===== src/core/pis_pkg.sv =====
// constants and carrier types for the port interrupt summary block
package pis_pkg;

    // summary register layout
    localparam int SUM_W = 8;
    localparam int BIT_SUPPLY = 7;
    localparam int BIT_START = 6;
    localparam int BIT_OVERCUR = 5;
    localparam int BIT_CLASS = 4;
    localparam int BIT_DETECT = 3;
    localparam int BIT_DISC = 2;
    localparam int BIT_PGOOD = 1;
    localparam int BIT_PEN = 0;
    localparam int CH_N = 4;

    // command codes
    localparam logic [7:0] CMD_SUMMARY = 8'h00;
    localparam logic [7:0] CMD_MASK = 8'h01;
    localparam logic [7:0] CMD_RESET = 8'h1f;
    localparam int RESET_CLR_BIT = 7;

    // reset values
    localparam logic [7:0] SUMMARY_RST = 8'h80;
    localparam logic [7:0] MASK_RST = 8'h80;
    localparam logic [7:0] RDATA_RST = 8'h00;

    // per-channel and global event flags from the port engine
    typedef struct packed {
        logic thermal_shutdown_flag;
        logic digital_supply_undervolt;
        logic digital_supply_warning;
        logic power_supply_undervolt;
        logic program_memory_fault;
        logic [CH_N-1:0] start_timeout;
        logic [CH_N-1:0] overload_timeout;
        logic [CH_N-1:0] current_limit_timeout;
        logic [CH_N-1:0] class_done;
        logic [CH_N-1:0] detect_done;
        logic [CH_N-1:0] disconnect;
        logic [CH_N-1:0] power_good_change;
        logic [CH_N-1:0] power_enable_change;
    } pis_flags_s;

    // register command port
    typedef struct packed {
        logic rd;
        logic wr;
        logic [7:0] cmd;
        logic [7:0] wdata;
    } pis_cmd_s;

endpackage


===== src/core/pis_top.sv =====
// summary interrupt status, mask and interrupt output of the port controller
// Operation
// - bit 7 ORs thermal, both undervoltage, digital warning, memory fault; resets to 1
// - bit 6 ORs the four start-timeout flags; resets to 0
// - bit 5 ORs four overload-timeout and four current-limit-timeout flags; resets to 0
// - bit 4 ORs the four classification-done flags; resets to 0
// - bit 3 ORs the four detection-done flags; resets to 0
// - bit 2 ORs the four disconnect flags; resets to 0
// - bit 1 ORs the four power-good-change flags; resets to 0
// - bit 0 ORs the four power-enable-change flags
// - reading a feeding event register clears its bit once flags are gone
// - writing 1 to reset register bit 7 clears the summary bits
// - interrupt only when a bit is active, mask bit set, global enable set
// - summary is read-only at command 00h, one active-high byte
// - summary bits track events regardless of mask settings
module pis_top (
    // clock and reset
    input wire logic CLK_SYS_I,
    input wire logic RSTN_I,
    // event flags from the port engine
    input wire pis_pkg::pis_flags_s FLAGS_I,
    // per-bit pulse: host read of the clear-on-read event register feeding it
    input wire logic [7:0] EVT_READ_CLR_I,
    // global enable from the general mask register
    input wire logic GLOBAL_IRQ_ENABLE_I,
    // register command port
    input wire pis_pkg::pis_cmd_s CMD_I,
    output logic [7:0] RDATA_O,
    output logic RVALID_O,
    // interrupt
    output logic INT_N_O
);

    logic rst_meta_q;
    logic rst_n_q;
    logic [7:0] set_vec;
    logic [7:0] clr_vec;
    logic [7:0] summary_q;
    logic [7:0] mask_q;
    logic [7:0] mask_d;
    logic [7:0] rdata_q;
    logic [7:0] rdata_d;
    logic rvalid_q;
    logic int_n_q;
    logic int_n_d;
    logic all_clr;
    logic mask_wr;
    logic irq_req;
    logic rd_summary;
    logic rd_mask;

    // reset release through two flops
    always_ff @(posedge CLK_SYS_I or negedge RSTN_I) begin
        if (!RSTN_I) begin
            rst_meta_q <= 1'b0;
            rst_n_q <= 1'b0;
        end else begin
            rst_meta_q <= 1'b1;
            rst_n_q <= rst_meta_q;
        end
    end

    function automatic logic any4(input logic [pis_pkg::CH_N-1:0] v);
        any4 = |v;
    endfunction

    function automatic logic cmd_is(input pis_pkg::pis_cmd_s c, input logic [7:0] code);
        cmd_is = (c.cmd == code);
    endfunction

    // summary sources
    assign set_vec[pis_pkg::BIT_SUPPLY] = FLAGS_I.thermal_shutdown_flag | FLAGS_I.digital_supply_undervolt
        | FLAGS_I.digital_supply_warning | FLAGS_I.power_supply_undervolt | FLAGS_I.program_memory_fault;
    assign set_vec[pis_pkg::BIT_START] = any4(FLAGS_I.start_timeout);
    assign set_vec[pis_pkg::BIT_OVERCUR] = any4(FLAGS_I.overload_timeout)
        | any4(FLAGS_I.current_limit_timeout);
    assign set_vec[pis_pkg::BIT_CLASS] = any4(FLAGS_I.class_done);
    assign set_vec[pis_pkg::BIT_DETECT] = any4(FLAGS_I.detect_done);
    assign set_vec[pis_pkg::BIT_DISC] = any4(FLAGS_I.disconnect);
    assign set_vec[pis_pkg::BIT_PGOOD] = any4(FLAGS_I.power_good_change);
    assign set_vec[pis_pkg::BIT_PEN] = any4(FLAGS_I.power_enable_change);

    // clear sources
    assign all_clr = CMD_I.wr && cmd_is(CMD_I, pis_pkg::CMD_RESET)
        && CMD_I.wdata[pis_pkg::RESET_CLR_BIT];
    assign clr_vec = EVT_READ_CLR_I | {8{all_clr}};

    // sticky bits, set wins, mask never involved
    for (genvar i = 0; i < pis_pkg::SUM_W; i++) begin : g_bit
        pis_sticky_bit #(
            .RST_VAL(pis_pkg::SUMMARY_RST[i])
        ) u_bit (
            .clk_i(CLK_SYS_I),
            .rst_n_i(rst_n_q),
            .set_i(set_vec[i]),
            .clr_i(clr_vec[i]),
            .q_o(summary_q[i])
        );
    end

    // mask register and read path
    assign mask_wr = CMD_I.wr && cmd_is(CMD_I, pis_pkg::CMD_MASK);
    assign mask_d = mask_wr ? CMD_I.wdata : mask_q;
    assign rd_summary = CMD_I.rd && cmd_is(CMD_I, pis_pkg::CMD_SUMMARY);
    assign rd_mask = CMD_I.rd && cmd_is(CMD_I, pis_pkg::CMD_MASK);

    // read data: unmapped codes return zero, no read keeps the last byte
    always_comb begin
        if (rd_summary) begin
            rdata_d = summary_q;
        end else if (rd_mask) begin
            rdata_d = mask_q;
        end else if (CMD_I.rd) begin
            rdata_d = 8'h00;
        end else begin
            rdata_d = rdata_q;
        end
    end

    // interrupt
    assign irq_req = (|(summary_q & mask_q)) && GLOBAL_IRQ_ENABLE_I;
    assign int_n_d = ~irq_req;

    always_ff @(posedge CLK_SYS_I or negedge rst_n_q) begin
        if (!rst_n_q) begin
            mask_q <= pis_pkg::MASK_RST;
            rdata_q <= pis_pkg::RDATA_RST;
            rvalid_q <= 1'b0;
            int_n_q <= 1'b1;
        end else begin
            mask_q <= mask_d;
            rdata_q <= rdata_d;
            rvalid_q <= CMD_I.rd;
            int_n_q <= int_n_d;
        end
    end

    assign RDATA_O = rdata_q;
    assign RVALID_O = rvalid_q;
    assign INT_N_O = int_n_q;
endmodule


===== src/core/pis_sticky_bit.sv =====
// one sticky summary bit where a set beats a clear
module pis_sticky_bit #(
    parameter logic RST_VAL = 1'b0
) (
    // clock and reset
    input wire logic clk_i,
    input wire logic rst_n_i,
    // control
    input wire logic set_i,
    input wire logic clr_i,
    // state
    output logic q_o
);

    logic q_q;
    logic q_d;

    assign q_d = set_i | (q_q & ~clr_i);

    always_ff @(posedge clk_i or negedge rst_n_i) begin
        if (!rst_n_i) begin
            q_q <= RST_VAL;
        end else begin
            q_q <= q_d;
        end
    end

    assign q_o = q_q;

endmodule


===== config.mk =====
export PLATFORM = sky130hd
export DESIGN_NAME = pis_top
export DESIGN_NICKNAME = d
export VERILOG_FILES = /design/src/core/pis_pkg.sv /design/src/core/pis_top.sv /design/src/core/pis_sticky_bit.sv
export SDC_FILE = /design/constraint.sdc
export NUM_CORES = 1
export LEC_CHECK = 0
export BUFFER_PORTS_ARGS = -buffer_cell sky130_fd_sc_hd__buf_2
export CORE_UTILIZATION = 38
export DETAILED_ROUTE_END_ITERATION = 10
export PLACE_DENSITY = 0.73
export SETUP_SLACK_MARGIN = 0.15
export SLEW_MARGIN = 25
export SYNTH_ARGS = -nofsm -noshare
export SYNTH_HDL_FRONTEND = slang
export SYNTH_SLANG_ARGS = --single-unit

===== constraint.sdc =====
create_clock -name CLK_SYS_I -period 0.8 [get_ports CLK_SYS_I]
set_input_delay 0.12 -clock CLK_SYS_I [delete_from_list [all_inputs] [get_ports CLK_SYS_I]]
set_output_delay 0.12 -clock CLK_SYS_I [all_outputs]
set_load 0.01 [all_outputs]

-- Yosys cells after proc, flatten, opt, wreduce, memory -nomap -nowiden
Index checks and enable logic that the tools add are counted.
- flip-flop bits (word level): 28
- bits in latches: 0
- RAM bits: 0
- memory bits (read-only): 0
- input port bits: 66
- memories kept: 0
- $add $sub $neg: 0
- multiply operators: 0
- divide/modulo/power cells: 0
- order comparisons: 0
- equal/unequal tests: 2
- shift operators: 0
- muxes and demuxes: 3
- bitwise operators: 32
- reduce and logical (&&, ||, !) cells: 17
- operators by type and width (kind ; count):
    $reduce_or A4 Y1 ; 8
    $mux W8 ; 3
    $or A1 B1 Y1 ; 13
    $not A1 Y1 ; 9
    $and A1 B1 Y1 ; 8
    $and A8 B8 Y8 ; 1
    $eq A8 B1 Y1 const B ; 1
    $eq A8 B5 Y1 const B ; 1
    $logic_not A8 Y1 ; 1
    $or A8 B8 Y8 ; 1
    $reduce_or A8 Y1 ; 1
    $logic_and A1 B1 Y1 ; 6
    $reduce_bool A3 Y1 ; 1

-- Longest topological paths before layout
Gate-level depths: netlist (run 1).
- word-level depth: 7
- mapped depth: 4
- mapped depth without buffers: 3

-- Hierarchy
From an unflattened synthesis (run 1), not the netlist that was laid out.
- cell total of the unflattened synthesis: 123
- area total of the unflattened synthesis: 1335.0 µm²
- modules (own cells, without submodules) (module ; instances ; cells each ; area each (µm²) ; sequential area each (µm²)):
    pis_top ; 1 ; 99 ; 1043.5 ; 503.0
    pis_sticky_bit (g_bit[0].u_bit ...) ; 7 ; 3 ; 36.3 ; 25.0
    pis_sticky_bit (g_bit[7].u_bit) ; 1 ; 3 ; 37.5 ; 26.3

-- Worst setup path before layout (run 1)
OpenSTA, ideal clock, no wires.
- path kind: input to register
- from: in CMD_I[13] (netlist name)
- to: reg mask_q[0]
- library setup time: 0.125 ns
- data arrival time: 1.248 ns
- required time: 0.675 ns
- slack: -0.573 ns
- stages on the path: 3
- path buffers: 0
- cells stage by stage: or3_4 > nor3b_4 > mux2_2
- longest elaborated chain between the ends: 2
- RTL lines (element ; line ; RTL):
    start: declaration ; pis_top.sv:27 ; input wire pis_pkg::pis_cmd_s CMD_I,
    $eq A8 B1 Y1 ; pis_top.sv:68 ; cmd_is = (c.cmd == code);
    $logic_and A1 B1 Y1 ; pis_top.sv:102 ; assign mask_wr = CMD_I.wr && cmd_is(CMD_I, pis_pkg::CMD_MASK);
    end signal: assignment ; pis_top.sv:126 ; mask_q <= pis_pkg::MASK_RST;
    end signal: assignment ; pis_top.sv:131 ; mask_q <= mask_d;
    end: declaration ; pis_top.sv:39 ; logic [7:0] mask_q;
Every way passes these cells.
A chain may end at the register's enable or synchronous reset.

-- Worst setup path in the final report (run 1)
- from: reg int_n_q, in the netlist INT_N_O
- to: out INT_N_O
- RTL lines (element ; line ; RTL):
    start: declaration ; pis_top.sv:44 ; logic int_n_q;
    start signal: assignment ; pis_top.sv:134 ; int_n_q <= int_n_d;
    end: declaration ; pis_top.sv:31 ; output logic INT_N_O
No word-level cell between the ends.

==> impl_metrics.toml, run 1 <==
[global_route]
grtUsageTotal = 0.188
grt_start_max_net_pins = 27
first_global_vias = 1210
overflow = 0
antenna_found_initial = 0
grt_first_pass_wirelength_um = 5040

[worst_setup_path]
worst_setup_path_start_kind = "register"
crit_chain = "buf_6"
cp_data_required_time_ns = 0.68
critPathKind = "reg2out"
worstPathArrival_ns = 0.96
reg2regPathDepth = 3
crit_fanout = 1
r2r_end = "INT_N_O"
r2r_slack_ns = -0.19
slowest_stage = "dfstp_2"
r2r-start = "g_bit[1].u_bit.q_o"
worstPathBufferInverterCount = 1
path_depth = 1
critPathMaxStageDelay_ns = 0.55
critical_path.endpoint_type = "primary output"
crit_family = "flip-flops"

[timing]
tns_ns = -6.40
period_share = 1.35
fin_ws_ns = -0.282
fmax_mhz = 924
finalSetupViolations = 35
hold_viol = 6
skew_ns = 0.0125
grt_setup_unrepaired = "yes"
fin_crit_ns = 1.08
hold_slack_ns = -0.0315
slew_violations = 0

[layout]
regArea_um2 = 706
finalNonFillerCells = 255
final_util = 0.679
multi_input_area_um2 = 681
fill_cells = 228
drive_gt1_frac = 0.678
layout.nets = 278
n_antenna_cell = 0
area_delta_synth_final_pct = 65.5

[placement]
place_inst = 239
hpwl_um = 2400
io_buffer_count = 75
place_congestion = 0.762

[detailed_routing]
detail_route.wl_per_cell_um = 14.1
drt-initial-drc-count = 27
ant_nets = 0
avgViaCountPerCell = 4.86
dr.pass1.iters = 4
wl_um = 3590
drc = 0
vias = 1240

[hold_path]
hold_start = "FLAGS_I[2]"
min_path_cells = 3
hold_class = "in2reg"
hold_end = "g_bit[0].u_bit.q_o"

[logic_synthesis]
synth_warnings = 0
synth_common_cells = "dfrtp_1, mux2_2, nand2_1"
ys_ff_latch = 28
synth_area_um2 = 1280
ys.flop_type = "dfrtp_1"
async_reset_ff_frac = 1.00
ys_seq_area_frac = 0.549
synth.area.top_cells = "dfrtp_1, mux2_2, dfstp_2"
synth_edf_count = 0
synth_nets = 179
yosysUniqueCellTypes = 22
syn_inst = 113
synth_top_area_cell = "dfrtp_1"
avgSynthCellArea_um2 = 11.4
synth_top_area_share = 0.487
yosys.cell_count.top_type = "dfrtp_1"

[clocking]
cts_inserted_buffers = 3
hold_buffers = 3
root_buffer = "clkbuf_4"
clock_latency_ns = 0.33
clock_path_buffers = 2
cts_tree = "built"
htreeDepth = 1
clk_pin_slew_worst_paths_ns = 0.15
cts_sinks = 28

[pwr]
p_leak_nw = 1.05
p_seq_frac = 0.572
clkPwrFrac = 0.227
power.switching_uw = 645
ir_drop_v = 0.000696
p_int_mw = 1.98
netSwitchingFraction = 0.246
powerDensity_nw_per_um2 = 1240
combPwrFrac = 0.202

[floorplan]
row_count = 20
start_util = 0.410
die_width_um = 60.1
core-area_um2 = 3130
dieHeight_um = 60.1
die_area_um2 = 3610
io-pin-count = 76

[status]
outcome = "finished, violations left"
violations = "negative hold slack, negative setup slack"

[run]
maxCapViolCount = 0
[power groups by stage]
stage	combinational (mW)	sequential (mW)	clock [mW]
2_1_floorplan	0.149	1.53	0
3_3_place_gp	0.381	1.51	0
3_5_place_dp	0.395	1.52	0
4_1_cts	0.457	1.49	0.603
5_1_grt	0.569	1.51	0.679
6_report	0.529	1.50	0.596
[layer usage]
metal,vias to the layer above,global-route usage,routed length (um),part of all wire
met5,-,0,0,0
met4,0,0.0565,78,0.022
met3,8,0.0346,152,0.042
met2,44,0.363,2090,0.58
met1,591,0.204,1270,0.35
li1,597,-,-,-
[sequential cells by signal, indices dropped and copies added (netlist names)]
name / cells
rst_meta_q: 1
g_bit.u_bit.q_o: 8
RVALID_O: 1
mask_q: 8
rst_n_q: 1
RDATA_O: 8
INT_N_O: 1
[cell families (layout without fill, tap and decap cells)]
logic type,Yosys count,count (layout),synth area share
AOI/OAI and AO/OA,20,20,0.0965
buffers and inverters,13,111,0.0390
DFF,28,28,0.549
muxes,16,16,0.140
other,1,1,0.00292
and+or+nand+nor,35,35,0.173
[per-stage QoR]
stage	total power [mW]	setup WS (ns)	hold WS (ns)	instance area, um^2
after detailed placement	1.91	-0.762	-0.0946	1800
after floorplan	1.68	-0.554	-0.176	1290
final	2.63	-0.282	-0.0315	2120
after global routing	2.75	-0.338	-0.0449	2120
after global placement	1.89	-0.643	-0.0953	1800
after CTS	2.55	-0.295	-0.0198	1970
[cell usage in the layout, fill, tap and decap left out, types with 2 or more instances in the layout]
master	synthesis	final
inv_1	9	9
dfstp_2	3	3
dlygate4sd3_1	0	3
nand2b_1	8	7
dfrtp_1	25	24
clkbuf_4	0	3
nand2_2	0	8
o21ai_2	0	7
buf_2	1	68
nor4_4	1	2
buf_6	0	10
buf_4	0	16
o22ai_1	8	6
mux2_4	0	16
nand2_1	11	3
o22ai_2	0	2
a22oi_2	0	3
nor4_1	9	8
[timing repair]
item | in CTS | in global routing
endpoints found under the hold margin | 9 | 8
pin swaps | 4 | 6
gates resized for setup | 17 | 32
setup buffers | 6 | 3
setup endpoints to repair | 35 | 35
[final cells by class]
cell class / instances / share of cell area
Inverter: 9 / 0.0159
Multi-Input combinational cell: 72 / 0.320
Sequential cell: 28 / 0.332
Tap cell: 44 / 0.0259
Clock buffer: 4 / 0.0124
Timing Repair Buffer: 98 / 0.293
[how the worst max path moves through the flow]
stage                end  slack, ns  startpoint
6_report         INT_N_O      -0.28     INT_N_O
5_1_grt          INT_N_O      -0.34     INT_N_O
4_1_cts          INT_N_O      -0.30     INT_N_O
3_5_place_dp   mask_q[2]      -0.76    CMD_I[9]
3_3_place_gp   mask_q[0]      -0.64    CMD_I[9]
2_1_floorplan  mask_q[0]      -0.55   CMD_I[13]
Power figures use the tool's default switching activity.
==> run 2, diff against run 1 <==
==> constraint.sdc (replaced) <==
create_clock -name CLK_SYS_I -period 0.8 [get_ports CLK_SYS_I]
set_input_delay 0.2 -clock CLK_SYS_I [delete_from_list [all_inputs] [get_ports CLK_SYS_I]]
set_output_delay 0.2 -clock CLK_SYS_I [all_outputs]
set_load 0.01 [all_outputs]
==> impl_metrics.toml, run 2 (synthesized netlist as in run 1, its figures left out) <==
[detailed_routing]
ant_nets = 0
drt-initial-drc-count = 46
wl_um = 3340
dr.pass1.iters = 6
detail_route.wl_per_cell_um = 13.5
avgViaCountPerCell = 4.80
drc = 0
vias = 1191

[layout]
finalNonFillerCells = 248
regArea_um2 = 706
n_antenna_cell = 0
final_common_cell = "buf_2"
layout_common_cells = "buf_2, dfrtp_1, mux2_4"
fill_cells = 231
multi_input_area_um2 = 677
area_delta_synth_final_pct = 62.0
layout.nets = 271
final_area_um2 = 2080
drive_gt1_frac = 0.667

[timing]
tns_ns = -8.05
fmax_mhz = 838
hold_viol = 0
skew_ns = 0.00629
fin_ws_ns = -0.393
finalSetupViolations = 35
hold_slack_ns = 0.0399
period_share = 1.49
slew_violations = 0
grt_setup_unrepaired = "yes"
fin_crit_ns = 1.19

[worst_setup_path]
critPathMaxStageDelay_ns = 0.56
crit_fanout = 1
critical_path.endpoint_type = "primary output"
worst_setup_path_start_kind = "register"
worstPathArrival_ns = 0.99
worstPathBufferInverterCount = 1
slowest_stage = "dfstp_2"
crit_chain = "buf_6"
critPathKind = "reg2out"
cp_data_required_time_ns = 0.60
crit_family = "flip-flops"

[floorplan]
core-area_um2 = 3130
io-pin-count = 76
die_area_um2 = 3610
start_util = 0.410
row_count = 20
die_width_um = 60.1
dieHeight_um = 60.1

[pwr]
ir_drop_v = 0.000704
p_seq_frac = 0.512
powerDensity_nw_per_um2 = 1410
p_leak_nw = 1.02
p_total_mw = 2.93
combPwrFrac = 0.168
netSwitchingFraction = 0.224
p_int_mw = 2.27
clkPwrFrac = 0.320
power.switching_uw = 657

[clocking]
htreeDepth = 1
cts_tree = "built"
cts_inserted_buffers = 3
clock_path_buffers = 2
clock_latency_ns = 0.34
clk_pin_slew_worst_paths_ns = 0.15
cts_sinks = 28
root_buffer = "clkbuf_4"

[placement]
io_buffer_count = 75
place_area_um2 = 1800
place_congestion = 0.762
place_inst = 239
hpwl_um = 2430

[hold_path]
hold_class = "in2reg"

[global_route]
grt_first_pass_wirelength_um = 4950
grt_most_used_layer = "met2"
met3_usage = 0.0325
use_met2 = 0.339
first_global_vias = 1152
grtUsageTotal = 0.189
antenna_found_initial = 0
met1_usage = 0.214
overflow = 0
grt_start_max_net_pins = 27

[run]
maxCapViolCount = 0

[status]
violations = "negative setup slack"
outcome = "finished, violations left"
==> run 2: routing by layer <==
layer  part of all wire  vias to the layer above
met2               0.56                       37
met1               0.40                      568
met5                  0                        -
li1                   -                      583
met4              0.012                        0
met3              0.032                        3
==> run 2: what timing repair did <==
action | 4_1_cts | 5_1_grt
pin swaps | 7 | 2
setup endpoints to repair | 35 | 35
buffers inserted | 2 | 1
hold endpoints to repair | 3 | 0
hold buffers | 2 | 0
resized for setup | 24 | 20
==> run 2: final timing paths <==
check | cells after the start | startpoint | slack, ns | endpoint
worst max-delay path | 1 | INT_N_O | -0.39 | INT_N_O
worst min-delay path | 3 | FLAGS_I[10] | 0.04 | g_bit[2].u_bit.q_o
worst max register to register | 3 | g_bit[4].u_bit.q_o | -0.16 | RDATA_O[4]
worst min register to register | 1 | rst_n_q | 0.20 | RDATA_O[5]
max in group asynchronous | 1 | rst_n_q | 0.37 | mask_q[7]
min in group asynchronous | 2 | RSTN_I | 0.14 | rst_n_q
==> run 2: power by group through the flow <==
stage               clock network [mW]  logic, mW  registers (mW)
CTS                              0.970      0.461            1.50
finish                           0.936      0.493            1.50
floorplan                            0      0.149            1.53
global route                      1.00      0.533            1.50
detailed placement                   0      0.395            1.52
global placement                     0      0.381            1.51
==> run 2: area by class of cell <==
| type | count | share of cell area |
|---|---|---|
| Clock buffer | 3 | 0.0108 |
| Clock inverter | 1 | 0.0144 |
| Inverter | 9 | 0.0162 |
| Multi-Input combinational cell | 72 | 0.326 |
| Sequential cell | 28 | 0.339 |
| Tap cell | 44 | 0.0265 |
| Timing Repair Buffer | 91 | 0.267 |
==> run 2: worst reg2reg max path, delay by kind of cell (launching register included) <==
family | cells | cell delay (ns)
mux | 1 | 0.28
flops | 1 | 0.44
simple gates | 1 | 0.07
compound gates | 1 | 0.06
==> run 2: through the flow <==
step           worst slack, ns  utilization
3_3_place_gp            -0.723        0.574
5_1_grt                 -0.437        0.665
3_5_place_dp            -0.838        0.574
2_1_floorplan           -0.634            -
4_1_cts                 -0.414        0.635
6_report                -0.393        0.665
